===== src/fsp_cmd_regs.vh =====
// Constants for the sector protection command decoder.
`ifndef FSP_CMD_REGS_VH
`define FSP_CMD_REGS_VH

// ----------------------------------------------------------------
// Unlock addresses and data
// ----------------------------------------------------------------
`define FSP_ADDR_UNLOCK1  12'h555
`define FSP_ADDR_UNLOCK2  12'h2aa
`define FSP_DATA_UNLOCK1  8'haa
`define FSP_DATA_UNLOCK2  8'h55

// ----------------------------------------------------------------
// Command codes
// ----------------------------------------------------------------
`define FSP_CMD_RESET     8'hf0
`define FSP_CMD_LOCKBIT   8'h60
`define FSP_CMD_PROG      8'h68
`define FSP_CMD_VERIFY    8'h48
`define FSP_CMD_ERASE_VFY 8'h40
`define FSP_CMD_PASS_PROG 8'h38
`define FSP_CMD_PASS_VFY  8'hc8
`define FSP_CMD_PASS_UNLK 8'h28
`define FSP_CMD_NV_STAT   8'h90
`define FSP_CMD_LOCK_SET  8'h78
`define FSP_CMD_VOL_STAT  8'h58
`define FSP_CMD_VOL_WRITE 8'h48

// ----------------------------------------------------------------
// Low six address bit location patterns
// ----------------------------------------------------------------
`define FSP_LOC_MASK_X    6'h3b
`define FSP_LOC_SECURE    6'h1a
`define FSP_LOC_PASS_LOCK 6'h0a
`define FSP_LOC_PER_LOCK  6'h12
`define FSP_LOC_NV_ALL    6'h3a

// ----------------------------------------------------------------
// Status answers
// ----------------------------------------------------------------
`define FSP_NV_SET_ANS    8'h00
`define FSP_NV_CLR_ANS    8'h01

// ----------------------------------------------------------------
// APB register map and reset values
// ----------------------------------------------------------------
`define FSP_REG_CTRL      8'h00
`define FSP_REG_STATUS    8'h04
`define FSP_REG_LASTCMD   8'h08
`define FSP_CTRL_RST      32'h0000_0001
`define FSP_CTRL_EN_BIT   0

`endif


===== src/fsp_cmd_decoder.v =====
// Sector protection command decoder with APB status and control.
`timescale 1ns/10ps
`include "fsp_cmd_regs.vh"
module fsp_cmd_decoder #(
   parameter ADDR_W = 20,
   parameter SEC_W  = 6,
   parameter NSEC   = 64
) (
   // Clock and reset.
   input  wire              CLK,
   input  wire              ARST_N,
   // Flash bus pins.
   input  wire              WE_N,
   input  wire              OE_N,
   input  wire              CE_N,
   input  wire [ADDR_W-1:0] ADDR,
   input  wire [31:0]       DQ_IN,
   output reg  [31:0]       DQ_OUT,
   output reg               DQ_OE,
   output reg               ARRAY_READ,
   // APB slave.
   input  wire              PSEL,
   input  wire              PENABLE,
   input  wire              PWRITE,
   input  wire [7:0]        PADDR,
   input  wire [31:0]       PWDATA,
   output reg  [31:0]       PRDATA,
   output reg               PREADY,
   output reg               PSLVERR
);

   // ----------------------------------------------------------------
   // States and target kinds
   // ----------------------------------------------------------------
   localparam [2:0] S_IDLE = 3'd0;
   localparam [2:0] S_U1   = 3'd1;
   localparam [2:0] S_U2   = 3'd2;
   localparam [2:0] S_C4   = 3'd3;
   localparam [2:0] S_C5   = 3'd4;
   localparam [2:0] S_C6   = 3'd5;
   localparam [2:0] S_STAT = 3'd6;

   localparam [2:0] T_SEC  = 3'd0;
   localparam [2:0] T_SECR = 3'd1;
   localparam [2:0] T_PWL  = 3'd2;
   localparam [2:0] T_PERL = 3'd3;
   localparam [2:0] T_ALL  = 3'd4;

   localparam SW = 3 + ADDR_W + 32;

   // ----------------------------------------------------------------
   // Pin synchronisation
   // ----------------------------------------------------------------
   wire [SW-1:0] sync_q;

   fsp_pin_sync #(
      .WIDTH (SW),
      .INIT  ({3'b111, {(ADDR_W+32){1'b0}}})
   ) u_sync (
      .clk    (CLK),
      .arst_n (ARST_N),
      .d      ({WE_N, OE_N, CE_N, ADDR, DQ_IN}),
      .q      (sync_q)
   );

   wire              we_s   = sync_q[SW-1];
   wire              oe_s   = sync_q[SW-2];
   wire              ce_s   = sync_q[SW-3];
   wire [ADDR_W-1:0] addr_s = sync_q[ADDR_W+31:32];
   wire [31:0]       data_s = sync_q[31:0];

   reg we_d;
   reg oe_d;

   // Strobe rise takes a write; OE fall starts a read cycle.
   wire wr_ev = ~we_d & we_s & ~ce_s;
   wire rd_ev = oe_d & ~oe_s & ~ce_s;

   // Unlock matching ignores upper address and data bits.
   wire [11:0]      a12 = addr_s[11:0];
   wire [7:0]       d8  = data_s[7:0];
   wire [5:0]       a6  = addr_s[5:0];
   // Any address in the sector names it via its top bits.
   wire [SEC_W-1:0] sec = addr_s[ADDR_W-1 -: SEC_W];

   wire is_secr = (a6 & `FSP_LOC_MASK_X) == `FSP_LOC_SECURE;
   wire is_pwl  = (a6 & `FSP_LOC_MASK_X) == `FSP_LOC_PASS_LOCK;
   wire is_perl = (a6 & `FSP_LOC_MASK_X) == `FSP_LOC_PER_LOCK;
   wire is_all  = a6 == `FSP_LOC_NV_ALL;
   wire half    = addr_s[0];

   // ----------------------------------------------------------------
   // Protection state
   // ----------------------------------------------------------------
   reg [2:0]      state;
   reg [7:0]      cmd;
   reg [2:0]      tgt;
   reg [SEC_W-1:0] tgt_sec;
   reg [NSEC-1:0] vol_guard;
   reg [NSEC-1:0] nv_guard;
   reg            secure_guard;
   reg            password_mode_lock_bit;
   reg            persistent_mode_lock_bit;
   reg            guard_lock;
   reg [63:0]     password;
   reg [1:0]      pass_ok;
   reg [31:0]     ctrl;
   reg [7:0]      last_cmd;

   wire enable = ctrl[`FSP_CTRL_EN_BIT];

   // ----------------------------------------------------------------
   // Status read value for the current command
   // ----------------------------------------------------------------
   reg [31:0] rd_val;
   reg        rd_hit;
   reg [2:0]  rd_next;

   always @* begin
      rd_val  = 32'h0000_0000;
      rd_hit  = 1'b0;
      rd_next = state;
      if (state == S_C4 || state == S_STAT) begin
         case (cmd)
            `FSP_CMD_LOCKBIT: begin
               // Lock bit status is a single read.
               rd_hit  = is_secr | is_pwl | is_perl;
               rd_next = S_IDLE;
               if (is_secr)
                  rd_val[0] = secure_guard;
               else if (is_pwl)
                  rd_val[0] = password_mode_lock_bit;
               else
                  rd_val[0] = persistent_mode_lock_bit;
            end
            `FSP_CMD_PASS_VFY: begin
               // A locked password mode hides the value.
               rd_hit  = 1'b1;
               rd_next = S_IDLE;
               if (!password_mode_lock_bit)
                  rd_val = half ? password[63:32] : password[31:0];
            end
            `FSP_CMD_NV_STAT: begin
               rd_hit  = 1'b1;
               rd_next = S_STAT;
               rd_val[7:0] = nv_guard[sec] ? `FSP_NV_SET_ANS : `FSP_NV_CLR_ANS;
            end
            `FSP_CMD_VOL_STAT: begin
               rd_hit    = 1'b1;
               rd_next   = S_STAT;
               rd_val[1] = guard_lock;
               rd_val[0] = vol_guard[sec];
            end
            default: begin
               rd_hit = 1'b0;
            end
         endcase
      end else if (state == S_C6) begin
         rd_hit  = 1'b1;
         rd_next = S_IDLE;
         case (tgt)
            T_SECR:  rd_val[0] = secure_guard;
            T_PWL:   rd_val[0] = password_mode_lock_bit;
            T_PERL:  rd_val[0] = persistent_mode_lock_bit;
            T_ALL:   rd_val[0] = |nv_guard;
            default: rd_val[0] = nv_guard[tgt_sec];
         endcase
      end
   end

   // ----------------------------------------------------------------
   // Command sequencer
   // ----------------------------------------------------------------
   // Enabled writes take priority; a read and a write never overlap on a
   // real bus, so the read branch runs in any cycle without an enabled write.
   always @(posedge CLK or negedge ARST_N) begin
      if (!ARST_N) begin
         we_d                     <= 1'b1;
         oe_d                     <= 1'b1;
         state                    <= S_IDLE;
         cmd                      <= 8'h00;
         tgt                      <= T_SEC;
         tgt_sec                  <= {SEC_W{1'b0}};
         vol_guard                <= {NSEC{1'b0}};
         nv_guard                 <= {NSEC{1'b0}};
         secure_guard             <= 1'b0;
         password_mode_lock_bit   <= 1'b0;
         persistent_mode_lock_bit <= 1'b0;
         guard_lock               <= 1'b0;
         password                 <= 64'h0000_0000_0000_0000;
         pass_ok                  <= 2'b00;
         last_cmd                 <= 8'h00;
         DQ_OUT                   <= 32'h0000_0000;
         DQ_OE                    <= 1'b0;
         ARRAY_READ               <= 1'b1;
      end else begin
         we_d       <= we_s;
         oe_d       <= oe_s;
         ARRAY_READ <= (state == S_IDLE) || (state == S_U1) || (state == S_U2);
         if (oe_s || ce_s)
            DQ_OE <= 1'b0;
         if (wr_ev && enable) begin
            if (d8 == `FSP_CMD_RESET) begin
               state <= S_IDLE;
            end else begin
               case (state)
                  S_IDLE: begin
                     if (a12 == `FSP_ADDR_UNLOCK1 && d8 == `FSP_DATA_UNLOCK1)
                        state <= S_U1;
                  end
                  S_U1: begin
                     if (a12 == `FSP_ADDR_UNLOCK2 && d8 == `FSP_DATA_UNLOCK2)
                        state <= S_U2;
                     else
                        state <= S_IDLE;
                  end
                  S_U2: begin
                     cmd      <= d8;
                     last_cmd <= d8;
                     state    <= S_IDLE;
                     // Bank bits above the low twelve are ignored.
                     if (a12 == `FSP_ADDR_UNLOCK1) begin
                        case (d8)
                           `FSP_CMD_LOCK_SET: guard_lock <= 1'b1;
                           `FSP_CMD_LOCKBIT,
                           `FSP_CMD_PASS_PROG,
                           `FSP_CMD_PASS_VFY,
                           `FSP_CMD_PASS_UNLK,
                           `FSP_CMD_NV_STAT,
                           `FSP_CMD_VOL_STAT,
                           `FSP_CMD_VOL_WRITE: state <= S_C4;
                           default: state <= S_IDLE;
                        endcase
                     end
                  end
                  S_C4: begin
                     state <= S_IDLE;
                     case (cmd)
                        `FSP_CMD_LOCKBIT: begin
                           if (d8 == `FSP_CMD_PROG && !is_all) begin
                              // The bit is programmed on this cycle.
                              state   <= S_C5;
                              tgt_sec <= sec;
                              if (is_secr) begin
                                 tgt          <= T_SECR;
                                 secure_guard <= 1'b1;
                              end else if (is_pwl) begin
                                 tgt                    <= T_PWL;
                                 password_mode_lock_bit <= 1'b1;
                              end else if (is_perl) begin
                                 tgt                      <= T_PERL;
                                 persistent_mode_lock_bit <= 1'b1;
                              end else begin
                                 tgt <= T_SEC;
                                 // A set guard lock freezes the non-volatile guards.
                                 if (!guard_lock)
                                    nv_guard[sec] <= 1'b1;
                              end
                           end else if (d8 == `FSP_CMD_LOCKBIT && is_all) begin
                              state <= S_C5;
                              tgt   <= T_ALL;
                              if (!guard_lock)
                                 nv_guard <= {NSEC{1'b0}};
                           end
                        end
                        `FSP_CMD_PASS_PROG: begin
                           // One half per sequence; the host repeats it.
                           if (!password_mode_lock_bit) begin
                              if (half)
                                 password[63:32] <= data_s;
                              else
                                 password[31:0] <= data_s;
                           end
                        end
                        `FSP_CMD_PASS_UNLK: begin
                           // Both halves must match before the lock clears.
                           if (pass_ok[~half] &&
                               data_s == (half ? password[63:32] : password[31:0])) begin
                              guard_lock <= 1'b0;
                              pass_ok    <= 2'b00;
                           end else begin
                              pass_ok[half] <= data_s == (half ? password[63:32] : password[31:0]);
                           end
                        end
                        `FSP_CMD_VOL_WRITE: begin
                           vol_guard[sec] <= data_s[0];
                        end
                        default: begin
                           state <= S_IDLE;
                        end
                     endcase
                  end
                  S_C5: begin
                     if (d8 == ((tgt == T_ALL) ? `FSP_CMD_ERASE_VFY : `FSP_CMD_VERIFY))
                        state <= S_C6;
                     else
                        state <= S_IDLE;
                  end
                  default: begin
                     state <= S_IDLE;
                  end
               endcase
            end
         end else if (rd_ev) begin
            if (rd_hit) begin
               DQ_OUT <= rd_val;
               DQ_OE  <= 1'b1;
               state  <= rd_next;
            end else if (state != S_IDLE) begin
               state <= S_IDLE;
            end
         end
      end
   end

   // ----------------------------------------------------------------
   // APB slave
   // ----------------------------------------------------------------
   // One wait state keeps PRDATA and PREADY straight from flops.
   wire apb_acc = PSEL & PENABLE & ~PREADY;
   wire mapped  = (PADDR == `FSP_REG_CTRL) || (PADDR == `FSP_REG_STATUS) ||
                  (PADDR == `FSP_REG_LASTCMD);

   always @(posedge CLK or negedge ARST_N) begin
      if (!ARST_N) begin
         ctrl    <= `FSP_CTRL_RST;
         PRDATA  <= 32'h0000_0000;
         PREADY  <= 1'b0;
         PSLVERR <= 1'b0;
      end else begin
         PREADY  <= apb_acc;
         PSLVERR <= apb_acc & ~mapped;
         PRDATA  <= 32'h0000_0000;
         if (apb_acc && PWRITE && PADDR == `FSP_REG_CTRL)
            ctrl <= {31'h0000_0000, PWDATA[`FSP_CTRL_EN_BIT]};
         if (apb_acc && !PWRITE) begin
            case (PADDR)
               `FSP_REG_CTRL:    PRDATA <= ctrl;
               `FSP_REG_STATUS:  PRDATA <= {22'h000000, pass_ok, guard_lock,
                                            persistent_mode_lock_bit,
                                            password_mode_lock_bit,
                                            secure_guard, 1'b0, state};
               `FSP_REG_LASTCMD: PRDATA <= {24'h000000, last_cmd};
               default:          PRDATA <= 32'h0000_0000;
            endcase
         end
      end
   end

endmodule // fsp_cmd_decoder


===== src/fsp_pin_sync.v =====
// Two flip-flop synchroniser for the flash bus pins.
`timescale 1ns/10ps
module fsp_pin_sync #(
   parameter WIDTH = 8,
   parameter [WIDTH-1:0] INIT = {WIDTH{1'b0}}
) (
   // Clock and reset.
   input  wire             clk,
   input  wire             arst_n,
   // Raw and synchronised levels.
   input  wire [WIDTH-1:0] d,
   output wire [WIDTH-1:0] q
);

   reg [WIDTH-1:0] meta;
   reg [WIDTH-1:0] stable;

   // The first stage feeds only the second stage.
   always @(posedge clk or negedge arst_n) begin
      if (!arst_n) begin
         meta   <= INIT;
         stable <= INIT;
      end else begin
         meta   <= d;
         stable <= meta;
      end
   end

   assign q = stable;

endmodule // fsp_pin_sync


===== config.mk =====
export PLATFORM = sky130hd
export DESIGN_NAME = fsp_cmd_decoder
export DESIGN_NICKNAME = d
export VERILOG_FILES = /design/src/fsp_cmd_decoder.v /design/src/fsp_pin_sync.v
export VERILOG_INCLUDE_DIRS = /design/src /design/src/src
export SDC_FILE = /design/constraint.sdc
export NUM_CORES = 1
export LEC_CHECK = 0
export ABC_AREA = 0
export BUFFER_PORTS_ARGS = -buffer_cell sky130_fd_sc_hd__clkbuf_2
export CORE_MARGIN = 1
export CORE_UTILIZATION = 50
export DETAILED_ROUTE_END_ITERATION = 16
export GPL_TIMING_DRIVEN = 1
export PLACE_DENSITY_LB_ADDON = 0.25
export SLEW_MARGIN = 15
export SYNTH_ARGS = -nofsm -noshare
export SYNTH_HDL_FRONTEND = slang
export SYNTH_SLANG_ARGS = --single-unit

===== constraint.sdc =====
create_clock -name CLK -period 3.09 [get_ports CLK]
set_clock_uncertainty 0.1 [all_clocks]
set_input_delay 0.309 -clock CLK [delete_from_list [all_inputs] [get_ports CLK]]
set_output_delay 0.309 -clock CLK [all_outputs]
set_load 0.01 [all_outputs]

After elaboration in Yosys (flattened, before gate mapping) --
Cells that the tools add are included. Widths: inputs -> output; s select.
Cells by class: magnitude comparators 6, eq/ne operators 49, mux-type cells 72, bitwise operators 22, reductions and logical operators 45
Operators by type and width (count):
- $mux 64 | 7
- $eq 8x7->1 const B | 9
- $bwmux 64 | 1
- $mux 32 | 2
- $or 64x64->64 | 1
- $reduce_or 64->1 | 1
- $eq 8x8->1 const B | 6
- $mux 3 | 14
- $eq 32x32->1 | 1
- $eq 8x6->1 const B | 4
- $mux 31 | 1
- $pmux 10 s3 | 1
- $mux 24 | 1
- $mux 1 | 22
- $bmux 1 s6 | 3
- $reduce_and 6->1 | 3
- $pmux 3 s5 | 1
- $reduce_and 5->1 | 3
- $lt 6x7->1 const B | 2
- $mux 2 | 7
- $reduce_and 7->1 | 2
- $eq 12x10->1 const B | 1
- $eq 12x11->1 const B | 1
- $eq 3x2->1 const B | 4
- other kinds (43) | 96
Storage, ports and cells: register bits 399, bits of input ports 100, output and inout port bits 68, logic and storage cells 218

Longest topological paths before layout --
Gate-level depths: netlist of run 1.
depth after elaboration 10, depth in mapped cells 10, gate-level depth less buffers 7

Cells and area by module --
A second synthesis of run 1 with hierarchy kept.
Second synthesis, totals: cells, all modules 1378, area, all modules 16613.4 µm²
Modules (own cells, without submodules):
- fsp_cmd_decoder | instances 1, cells an instance 1268, area each 13853.3 µm², sequential area each 6686.4 µm²
- fsp_pin_sync | instances 1, cells an instance 110, area each 2760.1 µm², sequential area each 2760.1 µm²

Worst setup path after synthesis of run 1 --
No wires, ideal clock.
kind reg-to-reg, start point register u_sync.stable[0] (netlist: u_sync.q[0]), end point register nv_guard[48], library setup time 0.069 ns, arrival time 2.639 ns, setup slack 0.282 ns, cell stages (with the launch flop) 9, cell sequence dfrtp_1 -> buf_6 -> or4b_4 -> or3_4 -> a2111oi_4 -> nand4_4 -> nor3_4 -> a21oi_1 -> nor2_2
On the way: cells in the longest elaborated chain, start to end 4, elaborated cells between the ends (all ways) 12, classes of those cells eq/ne (6); mux (1); bitwise (1); reduce/logical (4)
Ends and longest elaborated chain:
- from (decl) | line fsp_pin_sync.v:16 | reg [WIDTH-1:0] stable;
- from (signal assigned) | line fsp_pin_sync.v:25 | stable <= meta;
- $eq 8x7->1 (no line)
- $logic_and 1x1->1 (on tied branches) | line fsp_cmd_decoder.v:240, fsp_cmd_decoder.v:259
- $ne 2x2->1 (no line) or $reduce_bool 2->1 (tied branches)
- $reduce_and 9->1 (no line)
- to (signal assigned) | line fsp_cmd_decoder.v:185 | nv_guard <= {NSEC{1'b0}};
- to (signal assigned) | line fsp_cmd_decoder.v:263 | nv_guard <= {NSEC{1'b0}};
- to (decl) | line fsp_cmd_decoder.v:100 | reg [NSEC-1:0] nv_guard;
Several ways; a longest one is shown, not always the timed one. A chain may end at the register's enable or synchronous reset.

Worst setup path after layout of run 1 --
start point register u_sync.stable[32] (netlist: u_sync.q[32]), end point register nv_guard[13]
On the way: cells in the longest elaborated chain, start to end 5, elaborated cells between the ends (all ways) 13, classes of those cells eq/ne (7); mux (1); reduce/logical (5)
Ends and longest elaborated chain:
- $eq 6x6->1 (no line)
- $logic_not 1->1 | line fsp_cmd_decoder.v:240 | if (d8 == `FSP_CMD_PROG && !is_all) begin
- $logic_and 1x1->1 | line fsp_cmd_decoder.v:240
- $ne 2x2->1 (no line) or $reduce_bool 2->1 (tied branches)
- $reduce_and 9->1 (no line)
Several ways; a longest one is shown, not always the timed one.

==> key figures, run 1 <==
Critical path
  – Critical Path Start: u_sync.q[32]
  – CP max stage delay: 0.59 ns
  – Crit path kind: flip-flop to flip-flop
  – Reg2reg end: nv_guard[13]
  – Crit-path max FO: 8
  – Critical Path End: nv_guard[13]
  – R2R Setup Slk: 0.12 ns
  – Worst reg2reg startpoint: u_sync.q[32]
  – R2R depth: 7
  – CP max stage cell: or4bb_1
  – Arr. time, crit path: 3.35 ns
  – Setup crit end kind: flip-flop
  – CP Launch Type: flip-flop
  – Critical path depth in cells: 7
  – CP Data Required Time: 3.47 ns
  – Number of buffers and inverters on the critical path: 0
  – CP top delay family: simple AND/OR/NAND/NOR gates
  – Worst-path cell chain: or4bb_1 -> or3_1 -> a2111oi_4 -> nand4_4 -> nor2_4 -> a21oi_1 -> nor2_1

Synthesis
  – Mean Syn Cell Area: 12.00 sq um
  – Library cells used by synthesis: 76
  – Synth Instances: 1379
  – Post-Synthesis Cell Area: 16550 sq um
  – Synth Warn #: 0
  – Prevailing post-synth register cell: dfrtp_1
  – EDFF count, synth: 0
  – Yosys reg bits: 373
  – Post-synth ARST share: 100.0%
  – Seq/Total Area, Yosys: 56.46%

Global route
  – Vias in the first global route: 11973
  – Largest net degree at the start of global routing: 100
  – Met1 GRT Util: 34.14%
  – First-pass GRT wire length: 66.54 mm
  – Met3 Track Usage GR: 3.487%
  – Total track usage: 25.39%
  – Met2 GRT Util: 42.11%
  – Initial antenna violation count: 0
  – Grt peak-use layer: met2
  – Total gr overflow: 0

Flow run
  – Maxcap violations: 0

Min path
  – HP Class: input pin to flip-flop

Floorplan
  – Die Y: 184.0 um
  – Core area: 32540 sq um
  – I/O pins: 168
  – Starting density of the core: 50.88%
  – Site row count: 66
  – DIE WIDTH: 184.0 um
  – Die area: 33840 sq um

Drt
  – DRT Pass-1 Iters: 6
  – Vias: 11767
  – ANT nets after route: 0
  – Initial DRC count: 984
  – Vias per cell: 5.707
  – Remaining routing DRC violations: 0
  – WL per Instance: 20.02 um
  – Post-Route WL: 41.27 mm

Timing
  – Fmax: 336.5 MHz
  – Slew @ Worst Pin: 1.184 ns
  – Headroom to the max-slew limit: 20.47%
  – Worst hold slack: 0.1146 ns
  – Setup TNS: 0 ns
  – Crit path time final: 2.972 ns
  – RSZ-0062 raised after global routing: yes
  – Pins Over Slew Limit: 0
  – Period utilisation layout: 96.17%
  – Final hold violation count: 0
  – Final setup viols: 0
  – Final worst slack: 0.1184 ns

Final layout
  – Commonest non-fill, non-tap cell in the layout: dfrtp_1
  – Commonest non-fill, non-tap cells in the layout: dfrtp_1 (360), mux2_2 (159), nor2_1 (149)
  – Area taken by multi-input logic gates: 6736 sq um
  – Share of post-route cells with drive strength above 1: 30.12%
  – Area delta synth->final: 21.54%
  – # fillers: 2575
  – Final Net Count: 1690
  – Sequential cell area: 9350 sq um
  – Util after Layout: 61.84%
  – Ant. Diodes: 0

CTS
  – Root buf cell: clkbuf_16
  – Num CTS Buffers: 40
  – Clock tree buffer depth: 3
  – Clk sinks: 373
  – Worst-path clk slew: 0.06 ns
  – Worst-skew pair later-pin latency: 0.54 ns
  – H-tree depth: 2
  – CTS tree: done

Placement
  – Port Buffer Count: 112
  – Hpwl dp: 27.30 mm
  – Gp weighted congestion: 0.9779
  – Placement Setup Slack: 0.06496 ns

Pwr
  – PwrDens: 517.5 nW/um^2
  – Leak: 9.347 nW
  – Power Total: 10.41 mW
  – Highest ir drop seen on vdd: 495.3 uV

Outcome
  – Result of the run: finished clean
[synth_stat cells (9+ instances only)]
cell type / n / area (sq um)
inv_1: 14 / 52.55
nand2_1: 88 / 330.3
dfstp_2: 10 / 262.8
a31oi_1: 10 / 62.56
nand3_1: 13 / 65.06
mux2i_1: 55 / 550.5
clkbuf_1: 72 / 270.3
a21oi_1: 81 / 405.4
a221oi_1: 9 / 78.83
o31ai_1: 31 / 232.7
nor3_1: 9 / 45.04
dfrtp_1: 363 / 9084
mux2_2: 159 / 1790
nor3b_1: 11 / 82.58
nand4_1: 10 / 62.56
xnor2_1: 34 / 297.8
o21ai_0: 24 / 120.1
nor2_1: 150 / 563.0
buf_4: 22 / 165.2
mux4_2: 25 / 563.0
nor4_1: 28 / 175.2
a22oi_1: 16 / 120.1
[logic make-up after synthesis]
family | share of synthesized area, %
xor+xnor | 1.905
compound gates | 8.677
buf+inv | 3.439
flops | 56.46
simple gates | 11.95
mux | 17.54
other cells | 0.02265
[tightest hold or removal path, delay by kind of cell]
kind / cells / cell delay, ns
mux: 1 / 0.21
buf+inv: 1 / 0.13
simple gates: 1 / 0.07
[stage by stage]
stage,instance area (sq um),std cells
6_report,20120,2062
5_1_grt,20120,2062
4_1_cts,20010,2057
3_5_place_dp,18030,1924
3_3_place_gp,18030,1924
2_1_floorplan,16630,1400
[area by class of cell]
type,count,share of cell area (%)
Multi-Input combinational cell,902,33.48
Clock inverter,15,1.045
Clock buffer,57,5.790
Inverter,14,0.2612
Sequential cell,373,46.47
Timing Repair Buffer,259,10.20
Tap cell,442,2.749
[flip-flops by register name, indices dropped and copies added, names as in the netlist, 2 cells and up]
| register | cells |
|---|---|
| last_cmd | 8 |
| u_sync.meta | 53 |
| vol_guard | 64 |
| tgt_sec | 6 |
| u_sync.q | 53 |
| tgt | 3 |
| nv_guard | 64 |
| password | 64 |
| state | 3 |
| PRDATA | 10 |
| pass_ok | 2 |
| DQ_OUT | 32 |
[power by group]
| group | leakage (nW) | internal [mW] | total (mW) | switching (mW) |
|---|---|---|---|---|
| sequential | 4.94 | 4.96 | 5.02 | 0.0537 |
| combinational | 3.73 | 0.201 | 0.505 | 0.304 |
| clock | 0.677 | 2.91 | 4.89 | 1.98 |
[per-layer routing]
metal  vias to the layer above  wire length, um
li1                       5307                -
met1                      5937            17230
met2                       426            20450
met3                        97             2252
met4                         0             1338
met5                         -                0
[worst min path at each step]
stage               slack [ns]  cells after the start             from      endpoint
finish                    0.11                      3         PADDR[2]       ctrl[0]
floorplan                -0.09                      0           ARST_N         DQ_OE
CTS                        0.1                      3         PADDR[2]       ctrl[0]
global placement          0.23                      0  u_sync.meta[25]  u_sync.q[25]
detailed placement        0.23                      0  u_sync.meta[14]  u_sync.q[14]
global route              0.12                      3         PADDR[2]       ctrl[0]
[timing repair]
item | 4_1_cts | 5_1_grt
hold endpoints to repair | 147 | 0
gates resized for setup | 0 | 1
buffers inserted | 0 | 5
hold buffers | 61 | 0
endpoints found under the setup margin | 0 | 69
(Power assumes the default switching activity.)
==> run 2, diff against run 1 <==
CELL_PAD_IN_SITES_DETAIL_PLACEMENT = 2   (was unset)
CELL_PAD_IN_SITES_GLOBAL_PLACEMENT = 2   (was unset)
CORE_UTILIZATION = 40   (was 50)
==> key figures, run 2 (synthesis gave the netlist of run 1 again) <==
Outcome
  – Result of the run: finished clean

Final layout
  – Area delta synth->final: 23.47%
  – Design area: 20440 sq um
  – Commonest non-fill, non-tap cell in the layout: dfrtp_1
  – Largest regs: nv_guard (64), password (64), vol_guard (64)
  – Ant. Diodes: 0
  – Commonest non-fill, non-tap cells in the layout: dfrtp_1 (359), mux2_2 (159), nor2_1 (148)
  – Final Net Count: 1700
  – Share of post-route cells with drive strength above 1: 31.23%

Drt
  – Vias per cell: 5.748
  – Vias: 12444
  – Initial DRC count: 746
  – ANT nets after route: 0
  – WL per Instance: 27.75 um
  – Post-Route WL: 60.08 mm
  – DRT Pass-1 Iters: 5
  – Remaining routing DRC violations: 0

Pwr
  – Leak: 9.446 nW
  – PwrDens: 535.7 nW/um^2
  – Highest ir drop seen on vdd: 496.5 uV
  – Power Total: 10.95 mW

Timing
  – Final hold violation count: 0
  – Crit path time final: 2.989 ns
  – Pins Over Slew Limit: 0
  – Headroom to the max-slew limit: 49.66%
  – Final setup viols: 0
  – Fmax: 334.6 MHz
  – RSZ-0062 raised after global routing: yes
  – Period utilisation layout: 96.72%
  – Slew @ Worst Pin: 0.7449 ns

Global route
  – Total track usage: 29.32%
  – Total gr overflow: 0
  – Vias in the first global route: 14172
  – Initial antenna violation count: 2
  – First-pass GRT wire length: 91.97 mm
  – Largest net degree at the start of global routing: 78

Floorplan
  – Die area: 42200 sq um
  – Starting density of the core: 40.54%
  – Core area: 40830 sq um
  – DIE WIDTH: 205.4 um
  – Die Y: 205.4 um
  – Site row count: 74
  – I/O pins: 168

Flow run
  – Maxcap violations: 0

Critical path
  – CP max stage delay: 0.57 ns
  – Crit path kind: flip-flop to flip-flop
  – CP top delay family: simple AND/OR/NAND/NOR gates
  – R2R depth: 9
  – Reg2reg end: nv_guard[40]
  – CP Data Required Time: 3.51 ns
  – Arr. time, crit path: 3.41 ns
  – Number of buffers and inverters on the critical path: 2
  – CP Launch Type: flip-flop
  – Worst-path cell chain: or4bb_4 -> or3_4 -> a2111oi_4 -> buf_6 -> nand4_4 -> nor3_4 -> buf_12 -> a21oi_1 -> nor2_1
  – Critical path depth in cells: 9
  – R2R Setup Slk: 0.10 ns
  – Critical Path End: nv_guard[40]
  – Critical Path Start: u_sync.q[32]
  – Setup crit end kind: flip-flop
  – CP max stage cell: or4bb_4
  – Worst reg2reg startpoint: u_sync.q[32]
  – Crit-path max FO: 8

Placement
  – Port Buffer Count: 112
  – Dpl cell area: 18280 sq um
  – Gp weighted congestion: 0.9036
  – Hpwl dp: 34.71 mm

CTS
  – CTS tree: done
  – Root buf cell: clkbuf_16
  – Worst-skew pair later-pin latency: 0.60 ns
  – Worst-path clk slew: 0.07 ns
  – Clk sinks: 373
  – Clock tree buffer depth: 3
  – Num CTS Buffers: 42
  – H-tree depth: 2

Min path
  – HP Start: PADDR[2]
  – HP Class: input pin to flip-flop
==> run 2: cell types whose count changed in the layout (fill, tap and decap cells not counted), sizes merged <==
cell,delta
clkbuf,+3
bufinv,+1
clkinv,+1
inv,-1
clkinvlp,+1
buf,+8
==> run 2: repair_timing <==
| action | CTS | global route |
|---|---|---|
| hold buffers | 61 | 0 |
| hold endpoints to repair | 133 | 0 |
| setup endpoints to repair | 0 | 92 |
| buffers inserted | 0 | 2 |
| resized for setup | 0 | 9 |
==> run 2: how the worst min path moves through the flow <==
stage	endpoint	depth (start not counted)
after floorplan	DQ_OE	0
after global placement	u_sync.q[28]	0
after detailed placement	u_sync.q[28]	0
after CTS	ctrl[0]	3
after global routing	ctrl[0]	3
final	ctrl[0]	3
==> run 2: worst reg2reg max path: stages (launching register included) <==
cell	delay [ns]
dfrtp_2	0.43
or4bb_4	0.57
or3_4	0.42
a2111oi_4	0.40
buf_6	0.19
nand4_4	0.20
nor3_4	0.27
buf_12	0.16
a21oi_1	0.07
nor2_1	0.10
==> run 2: power breakdown <==
part           switching [mW]  internal [mW]  leakage, nW  total [mW]
Combinational           0.340          0.201         3.78       0.540
Sequential             0.0710           4.96         4.94        5.03
Clock                    2.24           3.13        0.723        5.38
Total                    2.66           8.29         9.45        10.9
==> run 2: cell type report <==
class / count / area, sq um
tap: 532 / 665.6
fill: 3918 / 20390
clock buffer: 60 / 1229
inverter: 14 / 52.55
clock inverter: 17 / 239.0
sequential: 373 / 9351
multi-input combinational: 902 / 6773
timing repair buffer: 267 / 2128
==> run 2: layer usage <==
metal  GRT usage [%]  vias up  routed length [um]
met5               0        -                  22
met4           11.01        4                2100
met3           4.070      135                2499
met2           53.58      359               32140
met1           34.74     6619               23320
li1                -     5327                   -
==> run 2: metrics by stage <==
stage	util [%]	cells	TNS, ns	worst slack (ns)	hold slack [ns]
6_report	50.06	2165	0	0.1013	0.06402
2_1_floorplan	-	1400	0	0.2820	-0.08659
3_5_place_dp	44.76	2025	0	0.06805	0.2356
5_1_grt	50.06	2165	-0.01638	-0.01638	0.08313
4_1_cts	49.85	2163	0	0.02397	0.04946
3_3_place_gp	44.76	2025	0	0.1434	0.2313
==> run 3, diff against run 2 <==
GPL_ROUTABILITY_DRIVEN = 0   (was unset)
REMOVE_ABC_BUFFERS = 1   (was unset)
==> key figures, run 3 (synthesis gave the netlist of run 1 again) <==
Placement
  – Hpwl dp: 35.23 mm
  – Dpl cell area: 18120 sq um
  – Placed cell count: 2013
  – Port Buffer Count: 112
  – Placement Setup Slack: -0.002108 ns

Timing
  – RSZ-0062 raised after global routing: no
  – Period utilisation layout: 97.23%
  – Final hold violation count: 0
  – Final setup viols: 0
  – Crit path time final: 3.004 ns
  – Headroom to the max-slew limit: 24.58%
  – Final worst slack: 0.08560 ns
  – Fmax: 332.8 MHz
  – Pins Over Slew Limit: 0
  – Slew @ Worst Pin: 1.123 ns

Final layout
  – Commonest non-fill, non-tap cell in the layout: dfrtp_1
  – Ant. Diodes: 0
  – Largest regs: nv_guard (64), password (64), vol_guard (64)
  – Util after Layout: 49.53%
  – Area taken by multi-input logic gates: 6761 sq um
  – Share of post-route cells with drive strength above 1: 30.54%
  – Layout Cells excl Fill: 2156
  – Final Net Count: 1693
  – Commonest non-fill, non-tap cells in the layout: dfrtp_1 (359), mux2_2 (159), nor2_1 (145)
  – # fillers: 3930
  – Design area: 20220 sq um
  – Area delta synth->final: 22.17%
  – Sequential cell area: 9351 sq um

Outcome
  – Result of the run: finished clean

Pwr
  – Leak: 9.344 nW
  – Highest ir drop seen on vdd: 402.3 uV
  – Int Power: 8.089 mW
  – Switching part of the total: 24.82%
  – P_sw: 2.670 mW
  – Flop pwr share: 46.8%
  – Clock power share: 48.2%
  – Comb pwr share: 5.0%
  – PwrDens: 532.0 nW/um^2
  – Power Total: 10.76 mW

Drt
  – Met3 WL: 2.444 mm
  – DRT Pass-1 Iters: 5
  – Initial DRC count: 755
  – Top Metal Used: met5
  – Vias per cell: 5.813
  – WL per Instance: 28.37 um
  – Post-Route WL: 61.16 mm
  – ANT nets after route: 0
  – Vias: 12533
  – Met2 Routed Length: 31.01 mm
  – Remaining routing DRC violations: 0
  – DRT met1 WL: 25.42 mm

Critical path
  – Number of buffers and inverters on the critical path: 1
  – Crit-path max FO: 8
  – CP Data Required Time: 3.50 ns
  – R2R Setup Slk: 0.09 ns
  – R2R depth: 8
  – CP max stage delay: 0.62 ns
  – CP Launch Type: flip-flop
  – CP max stage cell: or4b_4
  – Worst reg2reg startpoint: u_sync.q[0]
  – Crit path kind: flip-flop to flip-flop
  – Reg2reg end: nv_guard[45]
  – Arr. time, crit path: 3.41 ns
  – Worst-path cell chain: or4b_4 -> or3_4 -> a2111oi_4 -> buf_4 -> nand4_4 -> nor2_4 -> a21oi_1 -> nor2_1
  – Setup crit end kind: flip-flop
  – CP top delay family: simple AND/OR/NAND/NOR gates

Global route
  – Vias in the first global route: 14335
  – Total track usage: 29.85%
  – Total gr overflow: 0
  – First-pass GRT wire length: 92.72 mm
  – Largest net degree at the start of global routing: 85
  – Initial antenna violation count: 2

Floorplan
  – Core area: 40830 sq um
  – Site row count: 74
  – DIE WIDTH: 205.4 um
  – Starting density of the core: 40.54%
  – I/O pins: 168
  – Die Y: 205.4 um
  – Die area: 42200 sq um

CTS
  – Worst-path clk slew: 0.06 ns
  – Clock tree buffer depth: 3
  – Clk sinks: 373
  – Num CTS Buffers: 41
  – CTS tree: done
  – Root buf cell: clkbuf_16
  – Worst-skew pair later-pin latency: 0.61 ns
  – H-tree depth: 2

Min path
  – Worst hold path depth: 3
  – WHS Endpoint: ctrl[0]
  – HP Class: input pin to flip-flop
  – HP Start: PADDR[2]

Flow run
  – Maxcap violations: 0
## run 3: changes by cell type in the layout (fill, tap and decap cells not counted), moves of 3 or more
cell	delta
nor2_2	+3
clkbuf_8	-5
clkbuf_1	+5
nor2_1	-3
buf_12	-5
## run 3: repair_timing
| item | CTS | global route |
|---|---|---|
| pin swaps | 1 | 4 |
| buffers inserted | 2 | 6 |
| hold endpoints to repair | 138 | 0 |
| setup endpoints to repair | 16 | 72 |
| hold buffers | 61 | 0 |
| gates resized for setup | 2 | 6 |
## run 3: how the worst max path moves through the flow
| stage | from | end | slack [ns] | cells after the start |
|---|---|---|---|---|
| after detailed placement | ctrl[0] | vol_guard[37] | -0.002 | 7 |
| after global placement | u_sync.q[32] | nv_guard[46] | 0.13 | 7 |
| after floorplan | u_sync.q[32] | nv_guard[0] | -1.64 | 6 |
| final | u_sync.q[0] | nv_guard[45] | 0.09 | 8 |
| after CTS | ctrl[0] | vol_guard[56] | 0.005 | 7 |
| after global routing | last_cmd[5] | vol_guard[10] | 0.006 | 7 |
## run 3: power groups by stage
stage          clock (mW)  combinational [mW]  sequential (mW)
2_1_floorplan           0               0.123             5.13
3_3_place_gp            0               0.439             5.11
3_5_place_dp            0               0.450             5.12
4_1_cts              5.18               0.522             5.03
5_1_grt              5.41               0.572             5.04
6_report             5.19               0.533             5.04
## run 3: area by class of cell
| type | count | area share, % |
|---|---|---|
| multi-input combinational | 902 | 33.43 |
| tap | 532 | 3.291 |
| clock inverter | 14 | 0.9714 |
| clock buffer | 60 | 5.828 |
| inverter | 14 | 0.2599 |
| timing repair buffer | 261 | 9.973 |
| sequential | 373 | 46.24 |
## run 3: routing by layer
metal / up-vias / track usage (%)
li1: 5319 / -
met4: 2 / 11.61
met2: 379 / 51.41
met3: 145 / 5.036
met1: 6688 / 37.33
met5: - / 0
## run 3: tightest hold or removal path, delay by kind of cell
kind / cells / cell delay, ns
multiplexers: 1 / 0.22
buffers and inverters: 1 / 0.15
AND/OR/NAND/NOR: 1 / 0.07
## run 3: through the flow
step	hold slack, ns	TNS, ns
3_3_place_gp	0.2312	0
3_5_place_dp	0.2358	-0.002108
4_1_cts	0.07899	0
6_report	0.09268	0
5_1_grt	0.09380	0
2_1_floorplan	-0.08659	-141.16
